--- config.mk ---
export PLATFORM = sky130hd
export DESIGN_NAME = dmu_unit
export DESIGN_NICKNAME = d
export VERILOG_FILES = /design/src/rtl/dmu_pkg.sv /design/src/rtl/dmu_filter.sv /design/src/rtl/dmu_unit.sv
export SDC_FILE = /design/constraint.sdc
export NUM_CORES = 1
export LEC_CHECK = 0
export ABC_AREA = 1
export ABC_CLOCK_PERIOD_IN_PS = 2250
export BUFFER_PORTS_ARGS = -buffer_cell sky130_fd_sc_hd__buf_2
export CORE_AREA = 5 5 108 110
export CTS_CLUSTER_DIAMETER = 150
export CTS_CLUSTER_SIZE = 8
export DETAILED_ROUTE_END_ITERATION = 7
export DIE_AREA = 0 0 113 115
export GPL_ROUTABILITY_DRIVEN = 0
export PLACE_DENSITY = 0.77
export SLEW_MARGIN = 15
export SYNTH_ARGS = -nofsm -noshare
export SYNTH_HDL_FRONTEND = slang
export SYNTH_HIERARCHICAL = 1
export SYNTH_SLANG_ARGS = --single-unit
--- constraint.sdc ---
create_clock -name ref_clk -period 2.25 [get_ports ref_clk]
set_input_delay 0.225 -clock ref_clk [delete_from_list [all_inputs] [get_ports ref_clk]]
set_output_delay 0.225 -clock ref_clk [all_outputs]
set_load 0.02 [all_outputs]
--- src/rtl/dmu_pkg.sv ---
package dmu_pkg;

	// ----------------------------------------------------------------
	// Operand layout
	// ----------------------------------------------------------------
	localparam int unsigned GPR_W = 64;
	localparam int unsigned TYPE_W = 5;
	// Bits 32:36 in MSB-0 numbering of a 64-bit register
	localparam int unsigned TYPE_LSB = 27;
	localparam logic [63:0] TYPE_FIELD_MASK = 64'h0000_0000_F800_0000;

	// ----------------------------------------------------------------
	// Message types and doorbell classes
	// ----------------------------------------------------------------
	localparam int unsigned NUM_DB = 5;
	localparam logic [4:0] NUM_BASE_TYPES = 5'h02;
	localparam logic [4:0] NUM_HV_TYPES = 5'h05;
	localparam int unsigned DB_NORMAL = 0;
	localparam int unsigned DB_CRIT = 1;
	localparam int unsigned DB_GUEST = 2;
	localparam int unsigned DB_GUEST_CRIT = 3;
	localparam int unsigned DB_GUEST_MC = 4;

	// ----------------------------------------------------------------
	// Interconnect transaction types
	// ----------------------------------------------------------------
	localparam logic [1:0] TT_NONE = 2'h0;
	localparam logic [1:0] TT_READ = 2'h1;
	localparam logic [1:0] TT_WRITE = 2'h2;
	localparam logic [1:0] TT_MSG = 2'h3;

	// ----------------------------------------------------------------
	// State
	// ----------------------------------------------------------------
	typedef enum logic [1:0] {
		DMU_IDLE = 2'b00,
		DMU_HOLD = 2'b01,
		DMU_ISSUE = 2'b10
	} dmu_tx_state_e;

	typedef struct packed {
		dmu_tx_state_e state;
		logic send_ready;
		logic tx_valid;
		logic [1:0] tx_ttype;
		logic [GPR_W-1:0] tx_data;
		logic hold;
		logic [NUM_DB-1:0] pend;
		logic [NUM_DB-1:0] irq_req;
	} dmu_state_s;

	localparam logic [NUM_DB-1:0] PEND_RST = 5'h00;
	localparam logic [GPR_W-1:0] DATA_RST = 64'h0000_0000_0000_0000;
	localparam dmu_state_s STATE_RST = '{
		state: DMU_IDLE,
		send_ready: 1'b0,
		tx_valid: 1'b0,
		tx_ttype: TT_NONE,
		tx_data: DATA_RST,
		hold: 1'b0,
		pend: PEND_RST,
		irq_req: PEND_RST
	};

endpackage : dmu_pkg

--- src/rtl/dmu_filter.sv ---
`timescale 1ns/1ps
`default_nettype none

module dmu_filter
	import dmu_pkg::*;
#(
	parameter bit HV_IMPL = 1'b1,
	parameter logic [GPR_W-1:0] PAYLOAD_MASK = 64'h0000_0000_0000_0000,
	parameter logic [GPR_W-1:0] PAYLOAD_MATCH = 64'h0000_0000_0000_0000
) (
	input wire logic msg_valid,
	input wire logic [1:0] msg_ttype,
	input wire logic [GPR_W-1:0] msg_data,
	output logic [NUM_DB-1:0] accept,
	output logic msg_seen,
	output logic supported
);

	// ----------------------------------------------------------------
	// Type and payload checks
	// ----------------------------------------------------------------
	logic [TYPE_W-1:0] msg_type;
	logic [GPR_W-1:0] cmp_mask;
	logic payload_ok;
	logic [TYPE_W-1:0] type_limit;

	assign msg_type = msg_data[TYPE_LSB +: TYPE_W];
	// Type bits never take part in the payload compare
	assign cmp_mask = PAYLOAD_MASK & ~TYPE_FIELD_MASK;
	assign payload_ok = ((msg_data ^ PAYLOAD_MATCH) & cmp_mask) == DATA_RST;
	assign type_limit = HV_IMPL ? NUM_HV_TYPES : NUM_BASE_TYPES;
	assign msg_seen = msg_valid && (msg_ttype == TT_MSG);
	assign supported = msg_type < type_limit;

	genvar i;
	generate
		for (i = 0; i < NUM_DB; i++) begin : g_acc
			assign accept[i] = msg_seen && supported && payload_ok
				&& (msg_type == TYPE_W'(i));
		end
	endgenerate

endmodule : dmu_filter

`default_nettype wire

--- src/rtl/dmu_unit.sv ---
`timescale 1ns/1ps
`default_nettype none

module dmu_unit
	import dmu_pkg::*;
#(
	parameter bit HYPERVISOR_CATEGORY = 1'b1,
	parameter logic [GPR_W-1:0] PAYLOAD_MASK = 64'h0000_0000_0000_0000,
	parameter logic [GPR_W-1:0] PAYLOAD_MATCH = 64'h0000_0000_0000_0000
) (
	input wire logic ref_clk,
	input wire logic resetn,
	input wire logic send_valid,
	input wire logic [GPR_W-1:0] send_operand,
	output logic send_ready,
	input wire logic barrier_req,
	input wire logic stores_drained,
	output logic tx_valid,
	output logic [1:0] tx_ttype,
	output logic [GPR_W-1:0] tx_data,
	input wire logic tx_ready,
	input wire logic rx_valid,
	input wire logic [1:0] rx_ttype,
	input wire logic [GPR_W-1:0] rx_data,
	input wire logic clear_valid,
	input wire logic [GPR_W-1:0] clear_operand,
	input wire logic external_irq_enable,
	input wire logic critical_irq_enable,
	input wire logic machine_check_enable,
	input wire logic guest_state,
	input wire logic [NUM_DB-1:0] irq_taken,
	output logic [NUM_DB-1:0] irq_req,
	output logic [NUM_DB-1:0] pending
);

	// ----------------------------------------------------------------
	// Declarations
	// ----------------------------------------------------------------
	dmu_state_s s_q;
	dmu_state_s s_d;
	logic [NUM_DB-1:0] accept;
	logic rx_msg;
	logic rx_supported;
	logic [NUM_DB-1:0] gate;
	logic [NUM_DB-1:0] clr_hit;
	logic [NUM_DB-1:0] pend_nx;
	logic [TYPE_W-1:0] clear_type;
	logic send_fire;

	// ----------------------------------------------------------------
	// Receive filter
	// ----------------------------------------------------------------
	// The receive port has no ready: a broadcast is never back-pressured
	// and every beat is looked at, including our own loopback copy.
	dmu_filter #(
		.HV_IMPL(HYPERVISOR_CATEGORY),
		.PAYLOAD_MASK(PAYLOAD_MASK),
		.PAYLOAD_MATCH(PAYLOAD_MATCH)
	) u_filter (
		.msg_valid(rx_valid),
		.msg_ttype(rx_ttype),
		.msg_data(rx_data),
		.accept(accept),
		.msg_seen(rx_msg),
		.supported(rx_supported)
	);

	// ----------------------------------------------------------------
	// Delivery gating
	// ----------------------------------------------------------------
	assign gate[DB_NORMAL] = external_irq_enable;
	assign gate[DB_CRIT] = critical_irq_enable;
	assign gate[DB_GUEST] = external_irq_enable & guest_state;
	assign gate[DB_GUEST_CRIT] = critical_irq_enable & guest_state;
	assign gate[DB_GUEST_MC] = machine_check_enable & guest_state;

	// ----------------------------------------------------------------
	// Pending flags
	// ----------------------------------------------------------------
	assign clear_type = clear_operand[TYPE_LSB +: TYPE_W];

	// A fresh accept in the same cycle as a take or clear keeps the flag
	// set, so that event is not lost; a repeat accept on a set flag is
	// absorbed because the flag is a single bit.
	genvar i;
	generate
		for (i = 0; i < NUM_DB; i++) begin : g_db
			assign clr_hit[i] = clear_valid
				&& (clear_type == TYPE_W'(i));
			assign pend_nx[i] = accept[i]
				| (s_q.pend[i] & ~clr_hit[i] & ~irq_taken[i]);

		end
	endgenerate

	// ----------------------------------------------------------------
	// Send path
	// ----------------------------------------------------------------
	assign send_fire = send_valid & s_q.send_ready;

	always_comb begin
		s_d = s_q;
		// A barrier in the same cycle as a send counts as older than it
		s_d.hold = barrier_req | (s_q.hold & ~stores_drained);
		s_d.pend = pend_nx;
		s_d.irq_req = pend_nx & gate;
		case (s_q.state)
			DMU_IDLE: begin
				s_d.send_ready = 1'b1;
				if (send_fire) begin
					// Operand goes out whole, type bits included
					s_d.tx_data = send_operand;
					s_d.tx_ttype = TT_MSG;
					s_d.send_ready = 1'b0;
					if (s_d.hold) begin
						s_d.state = DMU_HOLD;
					end else begin
						s_d.state = DMU_ISSUE;
						s_d.tx_valid = 1'b1;
					end
				end
			end
			DMU_HOLD: begin
				if (!s_d.hold) begin
					s_d.state = DMU_ISSUE;
					s_d.tx_valid = 1'b1;
				end
			end
			DMU_ISSUE: begin
				// No timeout: the interconnect may take any finite time
				if (tx_ready) begin
					s_d.state = DMU_IDLE;
					s_d.tx_valid = 1'b0;
					s_d.tx_ttype = TT_NONE;
					s_d.send_ready = 1'b1;
				end
			end
			default: begin
				s_d = STATE_RST;
			end
		endcase
	end

	always_ff @(posedge ref_clk or negedge resetn) begin
		if (!resetn) begin
			s_q <= STATE_RST;
		end else begin
			s_q <= s_d;
		end
	end

	assign send_ready = s_q.send_ready;
	assign tx_valid = s_q.tx_valid;
	assign tx_ttype = s_q.tx_ttype;
	assign tx_data = s_q.tx_data;
	assign irq_req = s_q.irq_req;
	assign pending = s_q.pend;
endmodule : dmu_unit

`default_nettype wire

==> flow_summary.ini <==
[setup_path]
crit_type = flip-flop to flip-flop
path_max_fanout = 45
critPathArrivalTime_ns = 1.94
cp.required_ns = 2.50
endpoint_kind = flip-flop
cp-start-kind = flip-flop

[sta]
fin_crit_ns = 1.69
final.setup.tns_ns = 0
maxSlewHeadroom = 0.667
tightestPinTransition_ns = 0.499
worst_slack_ns = 0.556
setup_viol = 0
finalClockSkew_ns = 0.00813
period_share = 0.753
slew_viol_final = 0
hold_viol = 0
fmax_mhz = 590
rsz0062_at_grt = false
holdWs_ns = 0.116

[power]
p_int_mw = 3.64
ir_drop_mv = 0.917
p_per_area_nw_per_um2 = 1420
swShare = 0.460
power_switching_mw = 3.10
clkPwrFrac = 0.173
seqPwrFrac = 0.346
pwr-share-comb = 0.481
p_leak_nw = 2.59

[global_routing]
grt_pass1_vias = 3244
overflow = 0
antenna_found_initial = 1
grt_pass1_wl_mm = 14.9
grt.total_usage = 0.141
grt_max_degree = 46

[routing]
first_pass_iters = 6
ant_nets = 0
totalWireLength_mm = 9.20
via_count = 3267
dr.first_iter.drc_count = 139
via_per_inst = 4.51
wire_per_inst_um = 12.7
drc = 0

[clock_tree]
cts_hold_repair.buffers = 1
cts_tree = done
cts-root-buf = clkbuf_8
htree_levels = 3
clk_pin_slew_ns = 0.08
post_cts.repair.setup_buffers = 0
ctsResizeCount = 0
cts.sinks = 80
cts_buffer_depth = 2
clk-insertion-delay-late_ns = 0.34
cts_buffers = 9

[job]
maxCapViolCount = 0

[die]
pin_count = 289
die_x_um = 113
die_h_um = 115
row_count = 38
die_area_um2 = 13000
floorplan.initialDensity = 0.388
design.core.area_um2 = 10600

[synth]
synthCells = 485
synth_warnings = 6
avgSynthCellArea_um2 = 8.48
synth.distinct_cells = 21
netlist_area_um2 = 4110
synth-seq-cells = 80
syn_nets = 700
seq_area_frac_synth = 0.487

[placement]
pre_cts_slack_ns = 0.558
hpwl_mm = 6.89
port_buffers = 170
placed_cells = 707
placed_cell_area_um2 = 4530

[finish]
final_cells = 724
multi_input_area_um2 = 1070
area_growth_pct = 15.7
nets = 794
insertedDiodeCount = 0
drive_gt1_frac = 0.346
register_area_um2 = 2000
fillers = 1038
design_area_um2 = 4760

[status]
status = finished clean

[hold_path]
hold_path.class = input pin to flip-flop
## cells in the final DEF, fill, tap and decap left out
| master | n |
|---|---|
| a21oi_1 | 6 |
| a21oi_4 | 1 |
| buf_12 | 1 |
| buf_2 | 169 |
| buf_4 | 7 |
| bufinv_16 | 2 |
| clkbuf_8 | 10 |
| clkinv_2 | 3 |
| clkinvlp_4 | 1 |
| dfrtp_1 | 80 |
| dlygate4sd3_1 | 1 |
| ha_1 | 4 |
| inv_1 | 95 |
| inv_2 | 2 |
| nand2_1 | 27 |
| nand2_2 | 4 |
| nand3_1 | 70 |
| nand4_1 | 3 |
| nor2_1 | 27 |
| nor2_4 | 2 |
| nor3_1 | 1 |
| nor3b_1 | 1 |
| o211ai_1 | 1 |
| o21ai_0 | 36 |
| o21ai_1 | 30 |
## worst max-delay path, cell delays in order, from the launching register on
cell and delay [ns]:
dfrtp_1 0.41, inv_1 0.11, ha_1 0.26, inv_2 0.06
nor2_4 0.11, buf_4 0.39, nand3_1 0.13, o21ai_0 0.11
## stage by stage
stage	total power, mW	utilization
finish	6.74	0.449
global route	7.27	0.449
CTS	6.83	0.449
detailed placement	5.64	0.427
global placement	5.51	0.427
floorplan	5.27	-
## metal layers
metal	GRT usage	share of wire	vias to the layer above
met2	0.229	0.44	157
met1	0.180	0.44	1482
met5	0	0.0014	-
met4	0.0385	0.0080	2
li1	-	-	1616
met3	0.0484	0.11	10
## final cells by class
cell class              count  area share
well taps                 140      0.0368
flip-flops and latches     80       0.421
repair buffers            178       0.195
multi-input cells         213       0.224
clock inverters             6      0.0174
clock buffers              10      0.0289
inverters                  97      0.0766
## flip-flops by register name, indices dropped and copies added, names as in the netlist
| name | flops |
|---|---|
| send_ready | 1 |
| tx_valid | 1 |
| tx_ttype | 1 |
| tx_data | 64 |
| pending | 5 |
| s_q | 3 |
| irq_req | 5 |
## power groups by stage
stage	registers (mW)	logic, mW	clock network [mW]
4_1_cts	2.33	3.30	1.20
3_3_place_gp	2.33	3.19	0
5_1_grt	2.42	3.59	1.26
2_1_floorplan	2.29	2.98	0
3_5_place_dp	2.34	3.30	0
6_report	2.33	3.24	1.17
## cells by family (layout without fill, tap and decap cells)
logic type                 after synthesis  after routing  synth area share
buffers and inverters                  192            291             0.254
and+or+nand+nor                        135            135             0.154
DFF                                     80             80             0.487
adders and majority gates                4              4            0.0122
AOI/OAI and AO/OA                       74             74            0.0934
## final timing paths
kind,startpoint,end,slack [ns],depth (start not counted)
setup / recovery,s_q[79]$_DFFE_PN0P_,tx_data[14]$_DFFE_PN0P_,0.56,7
hold / removal,send_operand[3],tx_data[3]$_DFFE_PN0P_,0.12,3
setup reg to reg,s_q[79]$_DFFE_PN0P_,tx_data[14]$_DFFE_PN0P_,0.56,7
hold reg to reg,tx_data[46]$_DFFE_PN0P_,tx_data[46]$_DFFE_PN0P_,0.53,2
max in group asynchronous,resetn,tx_data[16]$_DFFE_PN0P_,1.26,3
min in group asynchronous,resetn,tx_data[17]$_DFFE_PN0P_,0.39,2
## cells in the mapped netlist
library cell	instances	area, µm²
nand3_1	70	350
o21ai_1	30	150
o211ai_1	1	7.51
inv_1	95	357
nor3b_1	1	7.51
buf_2	6	30.0
nand2_2	4	25.0
nand2_1	27	101
nor3_1	1	5.00
buf_6	4	45.0
a21oi_1	6	30.0
nor2_4	2	22.5
clkbuf_1	9	33.8
buf_4	76	571
ha_1	4	50.1
nor2_1	27	101
dfrtp_1	80	2000
nand4_1	3	18.8
o21ai_0	36	180
a21oi_4	1	16.3
inv_2	2	7.51
Power figures use the tool's default switching activity.
